===== src/hdl/cfgnvm_pkg.sv =====
package cfgnvm_pkg;

  localparam int unsigned AW      = 12;
  localparam int unsigned TBL_N   = 23;
  localparam int unsigned TIX_W   = 5;
  localparam int unsigned CNT_W   = 7;

  // Register byte addresses
  localparam logic [11:0] ADDR_APPLY   = 12'h232;
  localparam logic [11:0] ADDR_TBL_LO  = 12'hA00;
  localparam logic [11:0] ADDR_TBL_HI  = 12'hA16;
  localparam logic [11:0] ADDR_STATUS  = 12'hB00;
  localparam logic [11:0] ADDR_ERROR   = 12'hB01;
  localparam logic [11:0] ADDR_CONTROL = 12'hB02;
  localparam logic [11:0] ADDR_STORE   = 12'hB03;

  // Bit positions
  localparam int unsigned BIT_TRIG   = 0;
  localparam int unsigned BIT_WR_EN  = 0;
  localparam int unsigned BIT_RELOAD = 1;

  // Segment table encoding: range entry is three bytes,
  // {0,count-1[6:0]}, {0000,addr[11:8]}, addr[7:0]; opcodes are one byte
  localparam logic [7:0] OP_APPLY  = 8'h80;
  localparam logic [7:0] OP_END    = 8'hFF;
  localparam int unsigned OP_FLAG  = 7;
  localparam logic [TIX_W-1:0] ENTRY_LEN = 5'h03;

  // Ranges 0x000-0x23F, then apply, then end (byte 0 in the low bits)
  localparam logic [TBL_N*8-1:0] TBL_RST =
    184'hFFFFFFFFFFFFFF8000023F80017F00017F80007F00007F;

  typedef enum {
    CFGNVM_IDLE,
    CFGNVM_ENTRY,
    CFGNVM_BUF,
    CFGNVM_NVM
  } cfgnvm_state_e;

  typedef struct packed {
    logic          wr;
    logic [AW-1:0] addr;
    logic [7:0]    wdata;
  } cfgnvm_reg_req_s;

  typedef struct packed {
    logic          req;
    logic          we;
    logic [AW-1:0] addr;
    logic [7:0]    wdata;
  } cfgnvm_nvm_req_s;

  typedef struct packed {
    logic          ack;
    logic          err;
    logic [7:0]    rdata;
  } cfgnvm_nvm_rsp_s;

  typedef struct packed {
    logic          we;
    logic [AW-1:0] addr;
    logic [7:0]    wdata;
  } cfgnvm_buf_req_s;

endpackage


===== src/hdl/cfgnvm_ctrl.sv =====
`timescale 1ns/1ps
module cfgnvm_ctrl (
  input  wire logic                       ref_clk,
  input  wire logic                       reset,
  input  wire cfgnvm_pkg::cfgnvm_reg_req_s reg_req,
  output logic      [7:0]                 reg_rdata,
  input  wire logic                       nvm_sel_n,
  input  wire logic                       status_sel,
  output logic                            status_pin,
  output logic                            apply_staged,
  output logic                            soft_reset,
  output cfgnvm_pkg::cfgnvm_buf_req_s     buf_req,
  input  wire logic [7:0]                 buf_rdata,
  output cfgnvm_pkg::cfgnvm_nvm_req_s     nvm_req,
  input  wire cfgnvm_pkg::cfgnvm_nvm_rsp_s nvm_rsp
);

  typedef struct packed {
    cfgnvm_pkg::cfgnvm_state_e         st;
    logic [cfgnvm_pkg::TIX_W-1:0]      tix;
    logic [cfgnvm_pkg::CNT_W-1:0]      cnt;
    logic [cfgnvm_pkg::AW-1:0]         addr;
    logic                              load;
    logic                              busy;
    logic                              err;
    logic                              wr_en;
    logic                              store;
    logic                              apply;
    logic                              srst;
    logic                              pin;
    logic [7:0]                        rdata;
    logic [cfgnvm_pkg::TBL_N*8-1:0]    tbl;
    cfgnvm_pkg::cfgnvm_buf_req_s       bufr;
    cfgnvm_pkg::cfgnvm_nvm_req_s       nvm;
  } cfgnvm_regs_s;

  cfgnvm_regs_s s_q;
  cfgnvm_regs_s s_d;

  function automatic logic in_tbl(input logic [cfgnvm_pkg::AW-1:0] a);
    return (a >= cfgnvm_pkg::ADDR_TBL_LO) && (a <= cfgnvm_pkg::ADDR_TBL_HI);
  endfunction

  function automatic logic [7:0] tbl_byte(input logic [cfgnvm_pkg::TBL_N*8-1:0] t,
                                          input logic [cfgnvm_pkg::TIX_W-1:0] i);
    return (i < cfgnvm_pkg::TIX_W'(cfgnvm_pkg::TBL_N)) ? t[i*8 +: 8] : cfgnvm_pkg::OP_END;
  endfunction

  logic                          wr_store;
  logic                          wr_reload;
  logic                          wr_apply;
  logic [cfgnvm_pkg::TIX_W-1:0]  wr_idx;
  logic [7:0]                    ent0;
  logic [7:0]                    ent1;
  logic [7:0]                    ent2;

  assign wr_apply  = reg_req.wr && reg_req.addr == cfgnvm_pkg::ADDR_APPLY
                     && reg_req.wdata[cfgnvm_pkg::BIT_TRIG];
  assign wr_store  = reg_req.wr && reg_req.addr == cfgnvm_pkg::ADDR_STORE
                     && reg_req.wdata[cfgnvm_pkg::BIT_TRIG];
  assign wr_reload = reg_req.wr && reg_req.addr == cfgnvm_pkg::ADDR_CONTROL
                     && reg_req.wdata[cfgnvm_pkg::BIT_RELOAD];
  assign wr_idx    = cfgnvm_pkg::TIX_W'(reg_req.addr - cfgnvm_pkg::ADDR_TBL_LO);
  assign ent0      = tbl_byte(s_q.tbl, s_q.tix);
  assign ent1      = tbl_byte(s_q.tbl, s_q.tix + 5'h01);
  assign ent2      = tbl_byte(s_q.tbl, s_q.tix + 5'h02);

  always_comb begin
    s_d          = s_q;
    s_d.apply    = 1'b0;
    s_d.srst     = 1'b0;
    s_d.bufr.we  = 1'b0;

    // Register writes
    if (reg_req.wr) begin
      if (reg_req.addr == cfgnvm_pkg::ADDR_CONTROL) begin
        s_d.wr_en = reg_req.wdata[cfgnvm_pkg::BIT_WR_EN];
      end
      // Table is frozen while the walker reads it
      if (in_tbl(reg_req.addr) && !s_q.busy) begin
        s_d.tbl[wr_idx*8 +: 8] = reg_req.wdata;
      end
    end
    if (wr_apply) begin
      s_d.apply = 1'b1;
    end

    unique case (s_q.st)
      cfgnvm_pkg::CFGNVM_IDLE: begin
        // Refused store sets nothing: no busy, no store bit
        if (wr_store && s_q.wr_en) begin
          s_d.store = 1'b1;
          s_d.load  = 1'b0;
          s_d.busy  = 1'b1;
          s_d.err   = 1'b0;
          s_d.tix   = '0;
          s_d.nvm.addr = '0;
          s_d.st    = cfgnvm_pkg::CFGNVM_ENTRY;
        end else if (wr_reload && !nvm_sel_n) begin
          s_d.srst  = 1'b1;
          s_d.load  = 1'b1;
          s_d.busy  = 1'b1;
          s_d.err   = 1'b0;
          s_d.tix   = '0;
          s_d.nvm.addr = '0;
          s_d.st    = cfgnvm_pkg::CFGNVM_ENTRY;
        end
      end
      cfgnvm_pkg::CFGNVM_ENTRY: begin
        if (ent0 == cfgnvm_pkg::OP_END) begin
          s_d.busy  = 1'b0;
          s_d.store = 1'b0;
          s_d.st    = cfgnvm_pkg::CFGNVM_IDLE;
        end else if (ent0 == cfgnvm_pkg::OP_APPLY) begin
          // Applying on a store would discard nothing but is pointless
          // Host apply write in the same cycle must still land
          s_d.apply = s_d.apply || s_q.load;
          s_d.tix   = s_q.tix + 1'b1;
        end else if (ent0[cfgnvm_pkg::OP_FLAG]) begin
          s_d.tix   = s_q.tix + 1'b1;
        end else begin
          s_d.cnt   = ent0[cfgnvm_pkg::CNT_W-1:0];
          s_d.addr  = {ent1[3:0], ent2};
          s_d.tix   = s_q.tix + cfgnvm_pkg::ENTRY_LEN;
          s_d.bufr.addr = s_d.addr;
          s_d.st    = s_q.load ? cfgnvm_pkg::CFGNVM_NVM : cfgnvm_pkg::CFGNVM_BUF;
        end
      end
      cfgnvm_pkg::CFGNVM_BUF: begin
        s_d.nvm.wdata = buf_rdata;
        s_d.nvm.we    = 1'b1;
        s_d.nvm.req   = s_q.wr_en;
        s_d.st        = cfgnvm_pkg::CFGNVM_NVM;
      end
      cfgnvm_pkg::CFGNVM_NVM: begin
        s_d.nvm.we  = !s_q.load && s_q.wr_en;
        s_d.nvm.req = 1'b1;
        if (s_q.nvm.req && nvm_rsp.ack) begin
          s_d.nvm.req  = 1'b0;
          s_d.nvm.we   = 1'b0;
          s_d.err      = s_q.err | nvm_rsp.err;
          s_d.nvm.addr = s_q.nvm.addr + 1'b1;
          s_d.addr     = s_q.addr + 1'b1;
          s_d.cnt      = s_q.cnt - 1'b1;
          if (s_q.load) begin
            s_d.bufr.we    = 1'b1;
            s_d.bufr.addr  = s_q.addr;
            s_d.bufr.wdata = nvm_rsp.rdata;
          end else begin
            s_d.bufr.addr  = s_q.addr + 1'b1;
          end
          if (s_q.cnt == '0) begin
            s_d.st = cfgnvm_pkg::CFGNVM_ENTRY;
          end else begin
            s_d.st = s_q.load ? cfgnvm_pkg::CFGNVM_NVM : cfgnvm_pkg::CFGNVM_BUF;
          end
        end
      end
    endcase

    s_d.pin = status_sel && s_d.busy;

    // Registered read, one cycle of latency
    if (in_tbl(reg_req.addr)) begin
      s_d.rdata = tbl_byte(s_q.tbl, wr_idx);
    end else begin
      unique case (reg_req.addr)
        cfgnvm_pkg::ADDR_APPLY:   s_d.rdata = {7'h00, s_q.apply};
        cfgnvm_pkg::ADDR_STATUS:  s_d.rdata = {7'h00, s_q.busy};
        cfgnvm_pkg::ADDR_ERROR:   s_d.rdata = {7'h00, s_q.err};
        cfgnvm_pkg::ADDR_CONTROL: s_d.rdata = {6'h00, 1'b0, s_q.wr_en};
        cfgnvm_pkg::ADDR_STORE:   s_d.rdata = {7'h00, s_q.store};
        default:                  s_d.rdata = 8'h00;
      endcase
    end
  end

  always_ff @(posedge ref_clk) begin
    if (reset) begin
      s_q       <= '0;
      s_q.st    <= cfgnvm_pkg::CFGNVM_IDLE;
      s_q.tbl   <= cfgnvm_pkg::TBL_RST;
    end else begin
      s_q <= s_d;
    end
  end

  assign reg_rdata    = s_q.rdata;
  assign status_pin   = s_q.pin;
  assign apply_staged = s_q.apply;
  assign soft_reset   = s_q.srst;
  assign buf_req      = s_q.bufr;
  assign nvm_req      = s_q.nvm;
endmodule // cfgnvm_ctrl


===== config.mk =====
export PLATFORM = sky130hd
export DESIGN_NAME = cfgnvm_ctrl
export DESIGN_NICKNAME = d
export VERILOG_FILES = /design/src/hdl/cfgnvm_pkg.sv /design/src/hdl/cfgnvm_ctrl.sv
export SDC_FILE = /design/constraint.sdc
export NUM_CORES = 1
export LEC_CHECK = 0
export BUFFER_PORTS_ARGS = -buffer_cell sky130_fd_sc_hd__buf_2
export CORE_UTILIZATION = 40
export DETAILED_ROUTE_END_ITERATION = 16
export GPL_TIMING_DRIVEN = 0
export PLACE_DENSITY = 0.55
export SLEW_MARGIN = 40
export SYNTH_ARGS = -nofsm -noshare
export SYNTH_HDL_FRONTEND = slang
export SYNTH_SLANG_ARGS = --single-unit

===== constraint.sdc =====
create_clock -name ref_clk -period 10.3 [get_ports ref_clk]
set_input_delay 0 -clock ref_clk [delete_from_list [all_inputs] [get_ports ref_clk]]
set_output_delay 0 -clock ref_clk [all_outputs]
set_load 0.03 [all_outputs]

==> out/results.tsv, run 1 <==
metric	value	unit
largest net degree at the start of global routing	12	
P per Cell Area	127	nW/um^2
GPL Wtd Cong	1.05	
critical path data arrival time	6.61	ns
total global-route track usage	38.4	%
most common flop cell mapped by yosys	dfxtp_1	
CP max stage cell	nor4_1	
Post-CTS Hold Buffers	32	
Die Span X	208	um
Final period util	59.5	%
nets	2119	
top cells by area, synth	dfxtp_1 (32%), mux4_2 (18%), nor2_1 (5.5%)	
Final Setup Violations	0	
antenna violations before repair	4	
final WL	83800	um
RSZ-0062 raised after global routing	false	
Lkg Pwr	7.10	nW
mapped cell area	16900	um^2
Worst Skew	0.0203	ns
# fillers	4170	
P&R area growth vs syn	16.2	%
Cells after Synth	1899	
net count after synthesis	1955	
global-route met1 utilization	47.4	%
vias per inst	6.62	
max incr delay on CP	0.71	ns
H-tree Lvls	2	
worst hold path type	input port to register	
Synth top area share	31.8	%
IO buf count	92	
Yosys warnings	0	
final hold slack	0.0324	ns
GR Overflow Total	0	
number of antenna-violating nets in the routed design	0	
Clock Tree Buf Depth	3	
cell taking the most area after synthesis	dfxtp_1	
Final Util	47.0	%
Placed Area	18200	um^2
min cycle time layout	6.13	ns
CTS tree	built	
layout cell share with drive strength beyond 1	20.7	%
crit path max fanout	10	
register area share after synthesis	31.8	%
Post-CTS Setup Bufs	0	
first-pass GRT wire length	118000	um
CP endpoint kind	register	
CTS resizes	0	
kind of critical path	input port to register	
Yosys reg bits	269	
clock sink count	269	
outcome	finished clean	
die area	43200	um^2
boundary pin count	97	
Pwr Total	2.51	mW
number of global-route vias before repair	16262	
max_cap viols	0	
met2 usage	57.3	%
Die Span Y	208	um
Least-Margin Pin Slew	1.02	ns
post-synthesis area per instance	8.92	um^2
Initial Util	40.5	%
fraction of registers with async set/reset	0	%
crit-path cells	buf_2 -> clkbuf_1 -> buf_1 -> buf_2 -> clkbuf_1 -> inv_1 -> ha_1 -> and2_1 -> ha_1 -> buf_1 -> inv_1 -> a311o_1 -> nor4_1 -> nand2_1 -> clkbuf_1 -> nor3_1 -> a21oi_1 -> nor2_1	
Residual DRC	0	
num rows	75	
clk_lat worst skew	0.56	ns
Critical Path RT	10.79	ns
Clock Root Buffer	clkbuf_16	
post-route design area	19700	um^2
Post-synth EDFFs	0	
detailed-route via count	17393	
number of hold violations in the final report	0	
DR pass1 iterations	8	
Achievable Freq	163	MHz
busiest grt layer	met2	
maximum VDD drop	0.000113	V
Synth cell types	69	
Num CTS Buffers	34	
startpoint types	input port	
core box area	41900	um^2
dpl hpwl	63700	um
Clock Pin Slew Worst Setup and Hold Paths	0.06	ns
most frequent CP cell	clkbuf_1	
Slew HR	31.6	%
post-route setup TNS	0	ns
Final Max Slew Viols	0	
initial DRC count	2064	
routed len/inst	31.9	um
met3 usage	12.0	%
## cell usage in the layout, fill, tap and decap left out, types with 12 or more instances in the layout
master / netlist / final
nor3_1: 103 / 102
a31oi_1: 13 / 13
mux2i_1: 80 / 80
ha_1: 13 / 13
clkbuf_1: 101 / 103
a21oi_1: 138 / 138
dfxtp_1: 269 / 269
nand3_1: 63 / 63
nor2b_1: 12 / 12
a22oi_1: 26 / 26
mux2_2: 27 / 27
nor2_1: 249 / 248
and3_1: 13 / 13
o22ai_1: 13 / 13
a211o_1: 49 / 49
o211ai_1: 32 / 32
dlygate4sd3_1: 0 / 32
nand2_1: 208 / 208
clkbuf_16: 0 / 37
o21ai_0: 47 / 45
buf_2: 23 / 126
o311ai_0: 12 / 12
or3_1: 12 / 12
buf_4: 58 / 59
mux4_2: 135 / 135
inv_1: 15 / 15
a211oi_1: 34 / 34
## worst paths after layout
check,depth (start not counted),endpoint,from,slack (ns)
min reg2reg,2,buf_req[4]$_SDFFE_PP0P_,buf_req[4]$_SDFFE_PP0P_,0.46
min,3,reg_rdata[1]$_SDFF_PP0_,reg_req[12],0.03
max reg2reg,13,s_q[252]$_SDFFE_PP0P_,s_q[263]$_SDFFE_PP0P_,5.28
max,18,s_q[82]$_SDFFE_PP0P_,reg_req[9],4.17
## cell families (layout without fill, tap and decap cells)
group / after synthesis / after routing / synth area share, %
and+or+nand+nor: 721 / 721 / 19.0
AOI/OAI and AO/OA: 413 / 413 / 16.2
DFF: 269 / 269 / 31.8
muxes: 242 / 242 / 24.5
buffers and inverters: 219 / 408 / 6.40
xor gates and xnor gates: 22 / 22 / 1.14
adders and majority gates: 13 / 13 / 0.960
other: 0 / 1 / 0
## worst max-delay path: cells and delay by family
family	cells	cell delay, ns
AO/OA/AOI/OAI	2	0.46
adder cells (fa/ha/maj)	2	0.64
AND/OR/NAND/NOR	5	1.77
buffers and inverters	9	3.70
## metrics by stage
step | setup WS (ns) | cells
after floorplan | 6.47 | 1899
after global placement | 3.65 | 2530
after detailed placement | 4.03 | 2532
after CTS | 4.60 | 2625
after global routing | 4.16 | 2627
final | 4.17 | 2628
## layer usage
| layer | up-vias | share of wire [%] |
|---|---|---|
| li1 | 7405 | - |
| met1 | 8427 | 38 |
| met2 | 1266 | 42 |
| met3 | 295 | 12 |
| met4 | 0 | 8.0 |
| met5 | - | 0 |
## flip-flops by register name (all words and copies together), names as in the netlist
name and cells:
apply_staged 1, buf_req 21, nvm_req 22, reg_rdata 8, s_q 215, soft_reset 1, status_pin 1
## power by group
part	internal, mW	leakage, nW	switching (mW)
Combinational	0.0482	4.36	0.140
Sequential	1.04	2.17	0.000129
Clock	0.780	0.572	0.498
Total	1.87	7.10	0.638
## Yosys cell counts (all sizes together), types with 3 or more instances
library cell,count
a31o,3
o21ai,47
and3b,4
ha,13
xnor2,10
nor3b,3
o31ai,3
o211ai,32
nand4,8
nor4,9
xor2,12
or2,5
or3,12
nand2,208
mux2i,80
and4,3
o41ai,5
a311oi,8
mux4,135
a21oi,138
o22ai,13
or4,3
inv,17
a31oi,13
nor3,106
o2bb2ai,3
clkbuf,102
and3,13
nor2b,12
a22o,4
nand3,63
a211oi,34
o311ai,12
a22oi,26
dfxtp,269
a221oi,3
nand4b,3
nand2b,10
and2,5
buf,100
a211o,49
nor2,249
mux2,27
## cell type report
type | instances | area (um^2) | share of cell area, %
Clock buffer | 54 | 1060 | 5.38
Buffer | 202 | 1040 | 5.31
Inverter | 17 | 63.8 | 0.324
Antenna cell | 1 | 2.50 | 0.0127
Sequential cell | 269 | 5390 | 27.4
Timing Repair Buffer | 128 | 820 | 4.16
Tap cell | 539 | 674 | 3.43
Multi-Input combinational cell | 1411 | 10500 | 53.5
Clock inverter | 7 | 113 | 0.572
(Power assumes the default switching activity.)
==> run 2: changes to the inputs <==
==> constraint.sdc (replaced) <==
create_clock -name ref_clk -period 6 [get_ports ref_clk]
set_input_delay 0 -clock ref_clk [delete_from_list [all_inputs] [get_ports ref_clk]]
set_output_delay 0 -clock ref_clk [all_outputs]
set_load 0.03 [all_outputs]
==> run 2 against run 1 <==
- power grew 72%
- routed wire length is essentially flat
- highest routed layer unchanged
- critical path type unchanged
- hold slack lost 0.013 ns
- final cell count is essentially flat
- via count shrank 0.38%
- clock power grew 71%
- utilization is essentially flat
- non-clock buffer count is the same
==> out/results.tsv, run 2 (synthesized netlist as in run 1, its figures left out) <==
metric	value	unit	change
layout cell share with drive strength beyond 1	20.8	%	+0.048 points
IO buf count	92		unchanged
boundary pin count	97		unchanged
P per Cell Area	219	nW/um^2	+72%
routed len/inst	31.9	um	about the same
final WL	83900	um	about the same
Placed Area	18200	um^2	unchanged
clock sink count	269		unchanged
core box area	41900	um^2	unchanged
# fillers	4170		unchanged
Achievable Freq	171	MHz	
RSZ-0062 raised after global routing	false		
outcome	finished clean		
Largest register FFs	215		unchanged
met1 wire length	31400	um	-0.76%
min cycle time layout	5.85	ns	
uppermost routed layer	met4		
P_sw	1.09	mW	+72%
Clock Root Buffer	clkbuf_16		
FF+latch area	5390	um^2	unchanged
startpoint types	input port		
initial DRC count	2057		-0.34%
Final Max Slew Viols	0		unchanged
Initial Util	40.5	%	unchanged
Multi-input gate area	10500	um^2	unchanged
kind of critical path	input port to register		
post-route design area	19700	um^2	about the same
DR pass1 iterations	7		-1
critical path data arrival time	6.33	ns	-0.28 ns
max_cap viols	0		unchanged
Worst Skew	0.0195	ns	-0.000878 ns
CTS tree	built		
vias per inst	6.59		-0.42%
first-pass GRT wire length	118000	um	unchanged
flop2flop setup slack	0.98	ns	-4.30 ns
Final Setup Violations	0		unchanged
Pwr Total	4.30	mW	+72%
Slew HR	32.5	%	+0.87 points
final hold slack	0.0198	ns	-0.0126 ns
detailed-route via count	17327		-0.38%
P&R area growth vs syn	16.2	%	about the same
Clock Tree Buf Depth	3		unchanged
Residual DRC	0		unchanged
internal power	3.21	mW	+72%
sw frac	25.4	%	about the same
Reg power frac	41.5	%	about the same
number of antenna-violating nets in the routed design	0		unchanged
crit path max fanout	10		unchanged
CP endpoint kind	register		
total global-route track usage	38.4	%	unchanged
commonest non-fill, non-tap cell in the layout	dfxtp_1		
Num CTS Buffers	34		unchanged
metal2 WL	35800	um	+0.60%
DR WL met3	10200	um	+2.3%
H-tree Lvls	2		unchanged
die area	43200	um^2	unchanged
Critical Path RT	6.49	ns	-4.30 ns
Biggest register	s_q		
Final period util	97.4	%	
maximum VDD drop	0.000194	V	+72%
nets	2119		unchanged
Clock Pin Slew Worst Setup and Hold Paths	0.06	ns	about the same
worst hold path type	input port to register		
antenna violations before repair	4		unchanged
GPL Wtd Cong	1.05		unchanged
Die Span X	208	um	unchanged
number of global-route vias before repair	16262		unchanged
Post-CTS Setup Bufs	0		unchanged
num rows	75		unchanged
Die Span Y	208	um	unchanged
number of hold violations in the final report	0		unchanged
GR Overflow Total	0		unchanged
largest net degree at the start of global routing	12		unchanged
Logic pwr share	7.5	%	about the same
Lkg Pwr	7.11	nW	about the same
Least-Margin Pin Slew	1.01	ns	-0.0130 ns
dpl hpwl	63700	um	unchanged
most frequent cells in the layout	dfxtp_1 (269), nor2_1 (248), nand2_1 (208)		
clk_lat worst skew	0.56	ns	about the same
clock network fraction of design power	51.0	%	about the same
[run 2: cell type report]
type                            instances  share of cell area, %
Multi-Input combinational cell       1411                   53.4
Antenna cell                            2                 0.0254
Clock inverter                          7                  0.572
Buffer                                202                   5.31
Sequential cell                       269                   27.4
Tap cell                              539                   3.43
Clock buffer                           54                   5.38
Inverter                               17                  0.324
Timing Repair Buffer                  128                   4.16
[run 2: metrics by stage]
step / util [%] / setup WS (ns) / std cells / setup TNS [ns]
CTS: 47.0 / 0.297 / 2625 / 0
global placement: 43.2 / -0.648 / 2530 / -36.62
detailed placement: 43.4 / -0.274 / 2532 / -2.32
global route: 47.0 / 0.113 / 2627 / 0
finish: 47.0 / 0.154 / 2629 / 0
floorplan: - / 2.17 / 1899 / 0
[run 2: worst paths after layout]
kind	endpoint	start	cells after the start
worst min-delay path	reg_rdata[2]$_SDFF_PP0_	reg_req[12]	3
worst max register to register	s_q[252]$_SDFFE_PP0P_	s_q[263]$_SDFFE_PP0P_	13
worst min register to register	buf_req[4]$_SDFFE_PP0P_	buf_req[4]$_SDFFE_PP0P_	2
worst max-delay path	s_q[82]$_SDFFE_PP0P_	reg_req[9]	18
[run 2: routing by layer]
layer	GRT usage, %	vias to the layer above
met3	12.0	285
met2	57.3	1211
met4	26.3	0
met1	47.4	8430
li1	-	7401
met5	0	-
[run 2: critical path, cell delays in order]
cell and delay, ns:
buf_2 0.13, clkbuf_1 0.54, clkbuf_2 0.47, buf_2 0.47, clkbuf_1 0.51, inv_1 0.14, ha_1 0.38, and2_1 0.22
ha_1 0.26, buf_1 0.35, inv_1 0.35, a311o_1 0.41, nor4_1 0.70, nand2_1 0.44, clkbuf_1 0.48, nor3_1 0.29
a21oi_1 0.06, nor2_1 0.10
[run 2: timing repair]
item	in CTS	in global routing
hold endpoints to repair	43	0
resized for setup	0	1
endpoints found under the setup margin	0	5
hold buffers	32	0
[run 2: power by group through the flow]
stage | Combinational (mW) | Sequential, mW | Clock [mW]
2_1_floorplan | 0.147 | 1.83 | 0
3_3_place_gp | 0.293 | 1.83 | 0
3_5_place_dp | 0.293 | 1.83 | 0
4_1_cts | 0.308 | 1.79 | 2.22
5_1_grt | 0.327 | 1.79 | 2.29
6_report | 0.324 | 1.79 | 2.19
